File: src/idw_pkg.sv
package idw_pkg;
  // ==========================================
  // register map (byte addresses)
  localparam int          IDW_AW       = 8;
  localparam logic [7:0]  IDW_OFF_CTRL = 8'h00;
  localparam logic [7:0]  IDW_OFF_STAT = 8'h1C;
  localparam int          IDW_NCFG     = 7;
  localparam logic [2:0]  IDW_STAT_IDX = 3'h7;
  // writable bits of each config word, reset value is zero
  localparam logic [31:0] IDW_CFG_MASK [IDW_NCFG] = '{
    32'h0000000F, 32'h000000F7, 32'h0000FFFF, 32'hFFFF00FF,
    32'h0000003F, 32'h00003FFF, 32'h0000FFFF};
  localparam logic [31:0] IDW_CFG_RST  = 32'h00000000;
  localparam logic [1:0]  IDW_RESP_OK  = 2'h0;
  localparam logic [1:0]  IDW_RESP_ERR = 2'h2;

  // ==========================================
  // field positions
  localparam int IDW_CTRL_DEV1   = 0;
  localparam int IDW_CTRL_SIG    = 1;
  localparam int IDW_CTRL_MWDMA  = 2;
  localparam int IDW_CTRL_MSN    = 3;
  localparam int IDW_UDMA_SELEN  = 7;
  localparam int IDW_NUDMA       = 5;

  // ==========================================
  // identify word indices and constants
  localparam logic [7:0]  IDW_W_UDMA  = 8'h58;
  localparam logic [7:0]  IDW_W_ERN   = 8'h59;
  localparam logic [7:0]  IDW_W_ERE   = 8'h5A;
  localparam logic [7:0]  IDW_W_APM   = 8'h5B;
  localparam logic [7:0]  IDW_W_MREV  = 8'h5C;
  localparam logic [7:0]  IDW_W_HWT   = 8'h5D;
  localparam logic [7:0]  IDW_W_MSN   = 8'h7F;
  localparam logic [7:0]  IDW_W_SEC   = 8'h80;
  localparam logic [7:0]  IDW_W_CARD  = 8'hA0;
  localparam logic [7:0]  IDW_W_LAST  = 8'hFE;
  localparam logic [7:0]  IDW_W_INTEG = 8'hFF;
  localparam logic [7:0]  IDW_SIGNATURE = 8'hA5;
  localparam int          IDW_HWT_CBL = 13;

  typedef struct packed {
    logic enh_erase;
    logic max_lvl;
    logic frozen;
    logic locked;
    logic enabled;
    logic supported;
  } idw_sec_t;

  typedef enum logic [2:0] {
    IDW_CS_IDLE = 3'b001,
    IDW_CS_SUM  = 3'b010,
    IDW_CS_DONE = 3'b100
  } idw_cs_t;
endpackage

File: src/idw_top.sv
// How it works
// ultra and multiword DMA never both selected
// selected-mode bits 12..8 at most one
// bits 15..13 and 7..5 read zero
// supported bits form run from bit 0
// no mode-0 support clears whole word
// normal erase time byte passed unchanged
// enhanced erase time byte passed unchanged
// power level in low byte
// master password revision word as stored
// reset results placed by device number
// cable level sampled into bit 13
// media status word only bit 0
// level bit only when enabled at maximum
// bit 5 shows enhanced erase support
// expired count aborts until hardware reset
// frozen locked enabled supported in bits 3..0
// card mode bits 13 and 12
// card current in bits 11..0
// signature A5 gates checksum byte
// checksum is negated byte sum
// reserved bits and words read zero
// checksum only after words settle
//
// Implementation choices: the placing of the registers and the AXI4-Lite slave port.
module idw_top (
  input  wire logic                   clk_i,
  input  wire logic                   rstn_i,
  input  wire logic                   s_axi_awvalid_i,
  output logic                        s_axi_awready_o,
  input  wire logic [idw_pkg::IDW_AW-1:0] s_axi_awaddr_i,
  input  wire logic                   s_axi_wvalid_i,
  output logic                        s_axi_wready_o,
  input  wire logic [31:0]            s_axi_wdata_i,
  input  wire logic [3:0]             s_axi_wstrb_i,
  output logic                        s_axi_bvalid_o,
  input  wire logic                   s_axi_bready_i,
  output logic [1:0]                  s_axi_bresp_o,
  input  wire logic                   s_axi_arvalid_i,
  output logic                        s_axi_arready_o,
  input  wire logic [idw_pkg::IDW_AW-1:0] s_axi_araddr_i,
  output logic                        s_axi_rvalid_o,
  input  wire logic                   s_axi_rready_i,
  output logic [31:0]                 s_axi_rdata_o,
  output logic [1:0]                  s_axi_rresp_o,
  input  wire logic                   hw_reset_i,
  input  wire logic                   identify_active_i,
  input  wire logic                   cable_detect_signal_i,
  input  wire logic                   count_exhausted_i,
  input  wire logic                   word_rd_i,
  input  wire logic [7:0]             word_idx_i,
  output logic [15:0]                 word_data_o,
  output logic                        word_valid_o,
  output logic                        security_abort_o
);
  // ==========================================
  // bus slave
  logic        aw_rdy_ff;
  logic        bvalid_ff;
  logic [1:0]  bresp_ff;
  logic        ar_rdy_ff;
  logic        rvalid_ff;
  logic [31:0] rdata_ff;
  logic [1:0]  rresp_ff;
  logic [31:0] cfg_ff [idw_pkg::IDW_NCFG];
  logic [2:0]  widx;
  logic [2:0]  ridx;
  logic        wr_do;
  logic        w_map;
  logic        r_map;
  logic [31:0] stat_word;

  assign widx  = s_axi_awaddr_i[4:2];
  assign ridx  = s_axi_araddr_i[4:2];
  assign wr_do = aw_rdy_ff;
  assign w_map = (s_axi_awaddr_i <= idw_pkg::IDW_OFF_STAT) && (widx != idw_pkg::IDW_STAT_IDX);
  assign r_map = s_axi_araddr_i <= idw_pkg::IDW_OFF_STAT;

  function automatic logic [31:0] wmerge(input logic [31:0] old, input logic [31:0] d,
                                         input logic [3:0] st);
    logic [31:0] r;
    r = old;
    for (int b = 0; b < 4; b++) begin
      if (st[b]) r[b*8 +: 8] = d[b*8 +: 8];
    end
    return r;
  endfunction

  // address and data taken together, one write at a time
  always_ff @(posedge clk_i or negedge rstn_i) begin
    if (!rstn_i) begin
      aw_rdy_ff <= 1'b0;
      bvalid_ff <= 1'b0;
      bresp_ff  <= idw_pkg::IDW_RESP_OK;
    end else begin
      aw_rdy_ff <= s_axi_awvalid_i && s_axi_wvalid_i && !aw_rdy_ff && !bvalid_ff;
      if (wr_do) begin
        bvalid_ff <= 1'b1;
        bresp_ff  <= w_map ? idw_pkg::IDW_RESP_OK : idw_pkg::IDW_RESP_ERR;
      end else if (s_axi_bready_i) begin
        bvalid_ff <= 1'b0;
      end
    end
  end

  always_ff @(posedge clk_i or negedge rstn_i) begin
    if (!rstn_i) begin
      ar_rdy_ff <= 1'b0;
      rvalid_ff <= 1'b0;
      rdata_ff  <= 32'h00000000;
      rresp_ff  <= idw_pkg::IDW_RESP_OK;
    end else begin
      ar_rdy_ff <= s_axi_arvalid_i && !ar_rdy_ff && !rvalid_ff;
      if (ar_rdy_ff) begin
        rvalid_ff <= 1'b1;
        rresp_ff  <= r_map ? idw_pkg::IDW_RESP_OK : idw_pkg::IDW_RESP_ERR;
        if (!r_map)
          rdata_ff <= 32'h00000000;
        else if (ridx == idw_pkg::IDW_STAT_IDX)
          rdata_ff <= stat_word;
        else
          rdata_ff <= cfg_ff[ridx];
      end else if (s_axi_rready_i) begin
        rvalid_ff <= 1'b0;
      end
    end
  end

  // reserved bits masked at write so they read zero
  // reserved bits zero
  always_ff @(posedge clk_i or negedge rstn_i) begin
    if (!rstn_i) begin
      for (int i = 0; i < idw_pkg::IDW_NCFG; i++) cfg_ff[i] <= idw_pkg::IDW_CFG_RST;
    end else if (wr_do && w_map) begin
      cfg_ff[widx] <= wmerge(cfg_ff[widx], s_axi_wdata_i, s_axi_wstrb_i) & idw_pkg::IDW_CFG_MASK[widx];
    end
  end

  assign s_axi_awready_o = aw_rdy_ff;
  assign s_axi_wready_o  = aw_rdy_ff;
  assign s_axi_bvalid_o  = bvalid_ff;
  assign s_axi_bresp_o   = bresp_ff;
  assign s_axi_arready_o = ar_rdy_ff;
  assign s_axi_rvalid_o  = rvalid_ff;
  assign s_axi_rdata_o   = rdata_ff;
  assign s_axi_rresp_o   = rresp_ff;

  // ==========================================
  // configuration fields
  logic              dev1;
  logic              sig_en;
  logic              mwdma_en;
  logic              sel_en;
  logic [2:0]        sup_cnt;
  logic [2:0]        sel_mode;
  idw_pkg::idw_sec_t sec;
  logic [4:0]        sup;
  logic [4:0]        sel;

  assign dev1     = cfg_ff[0][idw_pkg::IDW_CTRL_DEV1];
  assign sig_en   = cfg_ff[0][idw_pkg::IDW_CTRL_SIG];
  assign mwdma_en = cfg_ff[0][idw_pkg::IDW_CTRL_MWDMA];
  assign sup_cnt  = cfg_ff[1][2:0];
  assign sel_mode = cfg_ff[1][6:4];
  assign sel_en   = cfg_ff[1][idw_pkg::IDW_UDMA_SELEN];
  assign sec      = idw_pkg::idw_sec_t'(cfg_ff[4][5:0]);

  // a mode is selectable only if supported, so bad software settings read as none
  for (genvar m = 0; m < idw_pkg::IDW_NUDMA; m++) begin : g_udma
    // cumulative support
    assign sup[m] = sup_cnt > 3'(m);
    // exclusive with multiword
    assign sel[m] = sel_en && !mwdma_en && sup[0] && sup[m] && (sel_mode == 3'(m));
  end

  // ==========================================
  // hardware test word, expired count
  logic [15:0] hwt_ff;
  logic        exp_ff;
  logic        hwt_chg;
  logic        exp_chg;

  assign hwt_chg = hw_reset_i || (identify_active_i && hwt_ff[idw_pkg::IDW_HWT_CBL] != cable_detect_signal_i);
  assign exp_chg = (count_exhausted_i && !exp_ff) || (hw_reset_i && exp_ff);

  always_ff @(posedge clk_i or negedge rstn_i) begin
    if (!rstn_i) begin
      hwt_ff <= 16'h0000;
    end else if (hw_reset_i) begin
      // results by device
      hwt_ff <= dev1 ? {2'b00, cfg_ff[6][5:0], 8'h00} : {8'h00, cfg_ff[6][7:0]};
    end else if (identify_active_i) begin
      // cable level sample
      hwt_ff[idw_pkg::IDW_HWT_CBL] <= cable_detect_signal_i;
    end
  end

  // an exhaust event in the reset cycle wins, the count stays expired
  // sticky until reset
  always_ff @(posedge clk_i or negedge rstn_i) begin
    if (!rstn_i)
      exp_ff <= 1'b0;
    else if (count_exhausted_i)
      exp_ff <= 1'b1;
    else if (hw_reset_i)
      exp_ff <= 1'b0;
  end
  assign security_abort_o = exp_ff;

  // ==========================================
  // identify words
  logic [15:0] w_udma;
  logic [15:0] w_msn;
  logic [15:0] w_sec;
  logic [15:0] w_card;
  logic [15:0] w_integ;
  logic [7:0]  chk_ff;
  logic        csum_ok;

  // one-hot selected
  // reserved fields zero
  // no support, no word
  assign w_udma = sup[0] ? {3'b000, sel, 3'b000, sup} : 16'h0000;
  // media status word
  assign w_msn  = {14'h0000, 1'b0, cfg_ff[0][idw_pkg::IDW_CTRL_MSN]};
  // maximum level only
  // enhanced erase bit
  // state bits
  assign w_sec  = {7'h00, sec.enabled && sec.max_lvl, 2'b00, sec.enh_erase, exp_ff,
                   sec.frozen, sec.locked, sec.enabled, sec.supported};
  // card mode bits
  // card current
  assign w_card = {2'b00, cfg_ff[5][13:0]};
  // signature gates checksum
  assign w_integ = (sig_en && csum_ok) ? {chk_ff, idw_pkg::IDW_SIGNATURE} : 16'h0000;

  function automatic logic [15:0] word_at(input logic [7:0] i);
    logic [15:0] r;
    // unlisted words zero
    r = 16'h0000;
    case (i)
      idw_pkg::IDW_W_UDMA:  r = w_udma;
      // normal erase time
      idw_pkg::IDW_W_ERN:   r = {8'h00, cfg_ff[2][7:0]};
      // enhanced erase time
      idw_pkg::IDW_W_ERE:   r = {8'h00, cfg_ff[2][15:8]};
      // power level
      idw_pkg::IDW_W_APM:   r = {8'h00, cfg_ff[3][7:0]};
      // revision code
      idw_pkg::IDW_W_MREV:  r = cfg_ff[3][31:16];
      idw_pkg::IDW_W_HWT:   r = hwt_ff;
      idw_pkg::IDW_W_MSN:   r = w_msn;
      idw_pkg::IDW_W_SEC:   r = w_sec;
      idw_pkg::IDW_W_CARD:  r = w_card;
      idw_pkg::IDW_W_INTEG: r = w_integ;
      default:              r = 16'h0000;
    endcase
    return r;
  endfunction

  // ==========================================
  // checksum engine
  idw_pkg::idw_cs_t cs_ff;
  logic [7:0]  idx_ff;
  logic [7:0]  sum_ff;
  logic        dirty_ff;
  logic [15:0] wc;
  logic [7:0]  acc_nxt;
  logic [7:0]  acc_total;

  // always_comb so the walk also sees word changes that arrive while the index stands still
  always_comb wc = word_at(idx_ff);
  assign acc_nxt   = 8'(sum_ff + wc[15:8] + wc[7:0]);
  assign acc_total = 8'(acc_nxt + idw_pkg::IDW_SIGNATURE);
  assign csum_ok   = (cs_ff == idw_pkg::IDW_CS_DONE) && !dirty_ff;

  // any change restarts the walk; a change during restart wins
  // settle before sum
  always_ff @(posedge clk_i or negedge rstn_i) begin
    if (!rstn_i)
      dirty_ff <= 1'b1;
    else if (wr_do || hwt_chg || exp_chg)
      dirty_ff <= 1'b1;
    else
      dirty_ff <= 1'b0;
  end

  // words 0..87 enter as a byte sum given by software
  // negated byte sum
  always_ff @(posedge clk_i or negedge rstn_i) begin
    if (!rstn_i) begin
      cs_ff  <= idw_pkg::IDW_CS_IDLE;
      idx_ff <= idw_pkg::IDW_W_UDMA;
      sum_ff <= 8'h00;
      chk_ff <= 8'h00;
    end else if (dirty_ff) begin
      cs_ff  <= idw_pkg::IDW_CS_SUM;
      idx_ff <= idw_pkg::IDW_W_UDMA;
      sum_ff <= cfg_ff[6][15:8];
    end else begin
      case (cs_ff)
        idw_pkg::IDW_CS_SUM: begin
          sum_ff <= acc_nxt;
          idx_ff <= 8'(idx_ff + 8'h01);
          if (idx_ff == idw_pkg::IDW_W_LAST) begin
            chk_ff <= 8'(8'h00 - acc_total);
            cs_ff  <= idw_pkg::IDW_CS_DONE;
          end
        end
        idw_pkg::IDW_CS_DONE: cs_ff <= idw_pkg::IDW_CS_DONE;
        idw_pkg::IDW_CS_IDLE: cs_ff <= idw_pkg::IDW_CS_IDLE;
        default:              cs_ff <= idw_pkg::IDW_CS_IDLE;
      endcase
    end
  end

  assign stat_word = {hwt_ff, 6'h00, exp_ff, csum_ok, chk_ff};

  // ==========================================
  // word read port for the host adapter
  logic [15:0] wdata_ff;
  logic        wvalid_ff;

  always_ff @(posedge clk_i or negedge rstn_i) begin
    if (!rstn_i) begin
      wdata_ff  <= 16'h0000;
      wvalid_ff <= 1'b0;
    end else begin
      wvalid_ff <= word_rd_i;
      if (word_rd_i) wdata_ff <= word_at(word_idx_i);
    end
  end
  assign word_data_o  = wdata_ff;
  assign word_valid_o = wvalid_ff;
endmodule

File: config.mk
export PLATFORM = sky130hd
export DESIGN_NAME = idw_top
export DESIGN_NICKNAME = d
export VERILOG_FILES = /design/src/idw_pkg.sv /design/src/idw_top.sv
export SDC_FILE = /design/constraint.sdc
export NUM_CORES = 1
export LEC_CHECK = 0
export BUFFER_PORTS_ARGS = -buffer_cell sky130_fd_sc_hd__buf_2
export CAP_MARGIN = 20
export CORE_UTILIZATION = 40
export DETAILED_ROUTE_END_ITERATION = 10
export PLACE_DENSITY = 0.58
export SYNTH_ARGS = -nofsm -noshare
export SYNTH_HDL_FRONTEND = slang
export SYNTH_SLANG_ARGS = --single-unit
File: constraint.sdc
create_clock -name clk_i -period 10.8 [get_ports clk_i]
set_input_delay 1.08 -clock clk_i [delete_from_list [all_inputs] [get_ports clk_i]]
set_output_delay 1.08 -clock clk_i [all_outputs]
set_load 0.05 [all_outputs]
[Word-level counts from Yosys, hierarchy flattened]
Memories as Yosys holds them, arrays and structs flattened.
Cells that the tools add are included.
Storage, ports and cells
  memories kept: 1
  bits in read-only memories: 256
  logic and storage cells: 163
  bits of input ports: 72
  output and inout port bits: 59
  register bits after elaboration: 326
Memory list
  (no name shown): words 8, width 32, read ports 1, clocked after Yosys merged registers in 0, write ports 0, RTL line idw_top.sv:135  | cfg_ff[widx] <= wmerge(cfg_ff[widx], s_axi_wdata_i, s_axi_wstrb_i) & idw_pkg::IDW_CFG_MASK[widx];
Cells by class
  multiplexer cells: 44
  equality and inequality tests: 31
  bitwise operators: 4
  $add $sub $neg: 5
  reductions and logical operators: 44
  $lt $le $gt $ge: 10
Operators by type and width (count)
  16-bit case mux with 10 select lines: 2
  32-bit 2-to-1 mux: 9
  224-bit bitwise mux: 1
  32-bit binary-select mux with 3-bit select: 2
  8-bit by 7-bit equality test with 1-bit output (second input constant): 14
  32-bit demux with 3-bit select: 1
  8-bit 2-to-1 mux: 12
  8-bit equality test (second input constant): 7
  32-bit AND: 1
  1-bit logical AND: 26
  8-bit adder: 2
  8-bit by 5-bit less-or-equal comparator with 1-bit output (second input constant): 2
  16-bit 2-to-1 mux: 1
  14-bit 2-to-1 mux: 1
  13-bit 2-to-1 mux: 1
  2-bit nonzero test: 5
  3-bit by 2-bit equality test with 1-bit output (second input constant): 3
  3-bit equality test (second input constant): 3
  1-bit 2-to-1 mux: 9
  8-bit by 1-bit adder with 8-bit output (second input constant): 1
  8-bit adder (second input constant): 1
  4-bit greater-or-equal comparator (second input constant): 2
  3-bit inverter with 4-bit output: 2
  1-bit by 8-bit subtractor with 8-bit output (first input constant): 1
  other kinds (15): 29

[Logic depth before layout (Yosys ltp)]
  word-level depth: 11
  gate-level depth with buffers: 18
  depth with buffers taken out: 16

[Worst setup path before layout]
Ideal clock, no wire load.
  kind: reg2reg
  from: register idx_ff[0]
  to: register chk_ff[7]
  data arrival time: 3868 ps
  stages on the path, launching flop included: 19
  clock period less this slack: 3944 ps
  slack: 6856 ps
  required time: 10724 ps
  buffers on the path: 3
  setup time: 76 ps
  cells stage by stage: dfrtp_1 -> inv_1 -> ha_1 -> clkbuf_1 -> and4_4 -> buf_6 -> clkbuf_1 -> nand2_1 -> o211ai_1 -> fa_1 -> ha_1 -> fa_1 -> a21o_1 -> a21oi_1 -> o21bai_1 -> a21oi_1 -> xnor3_1 -> xor2_1 -> o21ai_1
On the way
  cells in the longest elaborated chain, start to end: 6
  elaborated cells between the ends (all ways): 17
  classes of those cells: 4 x add/sub; 11 x eq/ne; 1 x mux; 1 x reduce/logical
Ends and longest elaborated chain
  from (decl): RTL line idw_top.sv:264  | logic [7:0] idx_ff;
  from (signal assigned): RTL line idw_top.sv:293  | idx_ff <= idw_pkg::IDW_W_UDMA;
  from (signal assigned): RTL line idw_top.sv:298  | idx_ff <= idw_pkg::IDW_W_UDMA;
  from (signal assigned): RTL line idw_top.sv:304  | idx_ff <= 8'(idx_ff + 8'h01);
  8-bit equality test / 8-bit by 7-bit equality test with 1-bit output (equally long branches): RTL line idw_top.sv:241  | case (i)
  16-bit case mux with 10 select lines: RTL line idw_top.sv:241
  8-bit adder (2 in series): RTL line idw_top.sv:273  | assign acc_nxt = 8'(sum_ff + wc[15:8] + wc[7:0]);
  8-bit adder: RTL line idw_top.sv:274  | assign acc_total = 8'(acc_nxt + idw_pkg::IDW_SIGNATURE);
  1-bit by 8-bit subtractor with 8-bit output: RTL line idw_top.sv:306  | chk_ff <= 8'(8'h00 - acc_total);
  to (signal assigned): RTL line idw_top.sv:306
  to (decl): RTL line idw_top.sv:217  | logic [7:0] chk_ff;
Parallel ways exist; a longest one is shown, timed or not.
A chain may end at the register's enable or synchronous reset.

[Worst setup path in the final report]
  from: register idx_ff[5]
  to: register chk_ff[7]
Same word-level chain as after synthesis.

==> reports/summary.md <==
## Clock tree
* 3 — worst-case clock buffer depth
* 38 — number of clock buffers inserted by TritonCTS
* 2 — H-tree levels
* 0 — Hold Buf Count CTS
* yes — TritonCTS clock tree
* 0.57 ns — clock latency of the later-clocked register in the worst-skew pair
* 0 — setup repair bufs after CTS
* 0 — Resized Gates After CTS
* 0.06 ns — clock-pin slew reported for the worst setup and hold paths after clock tree synthesis
* clkbuf_16 — Clock Tree Root
* 322 — Clock Sinks

## STA
* 0.0161 ns — Clock Skew
* 33.9% — Max transition margin
* 0.211 GHz — Peak Freq
* 0 — final max-slew violation count
* 0 — number of failing setup endpoints in the final timing report
* 0.991 ns — Worst-Margin Slew
* 0 ns — Setup TNS
* 0 — Final Hold Violating Endpoints
* 4.73 ns — Final min period
* 43.8% — Final Cycle Share
* false — RSZ-0062 raised after global routing

## Route
* 25.8 microns — Wirelength per Cell
* 55000 microns — routed wire length
* 1066 — drt initial violations
* 12700 — total via count after detailed routing
* 0 — remaining number of nets flagged by the antenna check after routing
* 0 — number of remaining DRC errors
* 7 — number of optimization iterations in the first detailed-route pass
* 5.95 — ratio of routed vias to standard cells

## Final layout
* 2128 — Final Instance Count excl. Fillers
* 14.4% — growth of design area from synthesis to finish
* 1649 — nets@finish
* 8150 sq um — multi-input combinational cell area
* 46.3% — Final Util
* 8060 sq um — area taken by flip-flops and latches
* 3829 — number of filler cells placed in the layout
* 25.1% — fraction of layout cells with a size suffix above 1

## Placed design
* 0.937 — Placer Congestion
* 2056 — Placed Instances
* 126 — port buffer count
* 38200 microns — HPWL reported at the end of detailed placement

## Worst setup path
* 11.23 ns — required arrival time at the worst endpoint
* dfrtp_1 — highest-delay cell along the critical path
* 0.69 ns — maximum cell stage delay along the critical path
* 5.16 ns — CP Data Arrival Time
* 12 — biggest fanout along the worst timing path
* inv_1 -> and3_1 -> and2_1 -> a22oi_1 -> o21ai_0 -> a221o_1 -> fa_1 -> ha_1 -> fa_1 -> a21o_1 -> a21oi_1 -> o21bai_1 -> a21oi_1 -> xnor3_1 -> xor2_1 -> o21ai_1 — cell chain of the critical path
* register — startpoint kind of the worst setup timing path
* reg2reg — worst setup path category
* 16 — cell count of the worst reg-to-reg path
* register — endpoint kind of the worst setup timing path

## Floorplan
* 75 — Cell Rows
* 208 microns — x dimension of the die
* 208 microns — Die Span Y
* 131 — number of primary I/O pins
* 41900 sq um — Core Box Area
* 43300 sq um — die footprint
* 40.5% — effective utilization at floorplan

## Yosys
* 0 — number of enable flip-flop cells after synthesis
* 77 — post-synth cell types
* 0 — count of yosys warnings during synthesis
* dfrtp_1, nor2b_1, mux4_2, nand2_1, mux2i_1 — ranking of synthesized cells by instance count
* dfrtp_1, mux4_2, mux2_2, mux2i_1, nor2b_1 — top cells by area, synth
* 1483 — instance count of the mapped netlist
* dfrtp_1 — library cell with the largest summed area after synthesis
* 100% — post-synthesis async set-or-reset flop share
* 322 — number of synthesized register bits
* 11.4 sq um — synthesized area per cell
* dfrtp_1 — cell with the most instances after synthesis
* 17000 sq um — area of the mapped netlist
* 46.7% — area share of the leading cell type in the synthesized netlist
* 47.5% — sequential element share of the synthesized area
* dfrtp_1 — main flop type after synthesis

## GRT
* 0 — total congestion overflow
* 12600 — number of global-route vias before repair
* 4 — initial antenna violation count
* 4.32% — grt met3 use
* 167 — largest net degree at the start of global routing
* 83700 microns — global-route wire length before repair
* met2 — busiest grt layer
* 25.9% — GR Util All Layers
* 37.0% — GR Util met1
* 39.5% — met2 usage

## Power and ir drop
* 0.0000965 V — maximum vdd ir drop
* 2970 uW — total power after layout
* 153 nW/um^2 — power per cell area
* 0.00898 uW — leakage power of the design

## Flow run
* 0 — number of maximum-capacitance violations

## Run status
* completed — outcome

## Min path
* in2async — worst hold path type

[worst paths after layout]
kind | start | to | slack, ns
setup reg to reg | idx_ff[5]$_DFFE_PN0P_ | chk_ff[7]$_DFFE_PN0P_ | 6.07
max in group asynchronous | rstn_i | cfg_ff[104]$_DFFE_PN0P_ | 8.31
hold / removal | rstn_i | s_axi_rvalid_o$_DFFE_PN0P_ | 0.46
setup / recovery | idx_ff[5]$_DFFE_PN0P_ | chk_ff[7]$_DFFE_PN0P_ | 6.07
min in group clk_i | s_axi_rvalid_o$_DFFE_PN0P_ | s_axi_arready_o$_DFF_PN0_ | 0.46
hold reg to reg | s_axi_rvalid_o$_DFFE_PN0P_ | s_axi_arready_o$_DFF_PN0_ | 0.46
[logic make-up (layout without fill, tap and decap cells)]
logic type	Yosys count	count (layout)	synth area share, %
other cells	1	4	0.0221
fa+ha+maj	19	19	1.75
mux	240	240	20.6
flops	322	322	47.5
compound gates	294	294	11.3
simple gates	397	397	13.0
buf+inv	192	295	4.72
xor+xnor	18	18	1.01
[layer usage]
layer	routed length [microns]	share of wire, %
met5	4	0.0073
met2	24900	45
met4	1930	3.5
met1	24700	45
met3	3530	6.4
[worst max-delay path: cells and delay by family (launching register included)]
kind            cells  cell delay, ns
flops               1            0.69
simple gates        2            0.63
buf+inv             1            0.25
compound gates      8            1.48
fa+ha+maj           3            1.10
xor+xnor            2            0.47
[power by group]
| part | total [uW] | internal (uW) | switching, uW |
|---|---|---|---|
| clock | 1440 | 883 | 553 |
| sequential | 1280 | 1230 | 51.1 |
| combinational | 249 | 86.8 | 162 |
[placed cells by master (no fill, tap or decap), types with 50 or more instances in the layout]
cell,netlist,routed
mux2i_1,79,79
o21ai_0,50,50
nor2b_1,86,86
buf_2,31,123
and2_1,65,65
nor2_1,61,59
nand2_1,80,78
mux2_2,78,78
a21oi_1,64,64
mux4_2,80,80
o22ai_1,55,55
inv_1,76,76
dfrtp_1,317,317
[per-stage QoR]
| step | setup slack (ns) | cell area [sq um] | hold slack, ns |
|---|---|---|---|
| final | 6.07 | 19400 | 0.459 |
| after global routing | 5.80 | 19400 | 0.470 |
| after CTS | 6.18 | 19400 | 0.461 |
| after detailed placement | 6.20 | 18000 | 0.451 |
| after global placement | 6.26 | 18000 | 0.439 |
| after floorplan | 6.86 | 17000 | 0.448 |
[sequential cells by signal, summed over array words and instances (netlist names), 3 cells and up]
name and count:
cfg_ff 224, s_axi_rdata_o 32, word_data_o 16, hwt_ff 14, chk_ff 8, idx_ff 8
sum_ff 8, cs_ff 3
[layout make-up]
type	instances	share of cell area [%]
multi-input cells	970	41.9
flip-flops and latches	322	41.5
clock buffers	48	5.35
repair buffers	149	4.38
well taps	539	3.47
clock inverters	21	1.83
inverters	77	1.49
diodes	2	0.0258
Power figures use the tool's default switching activity.
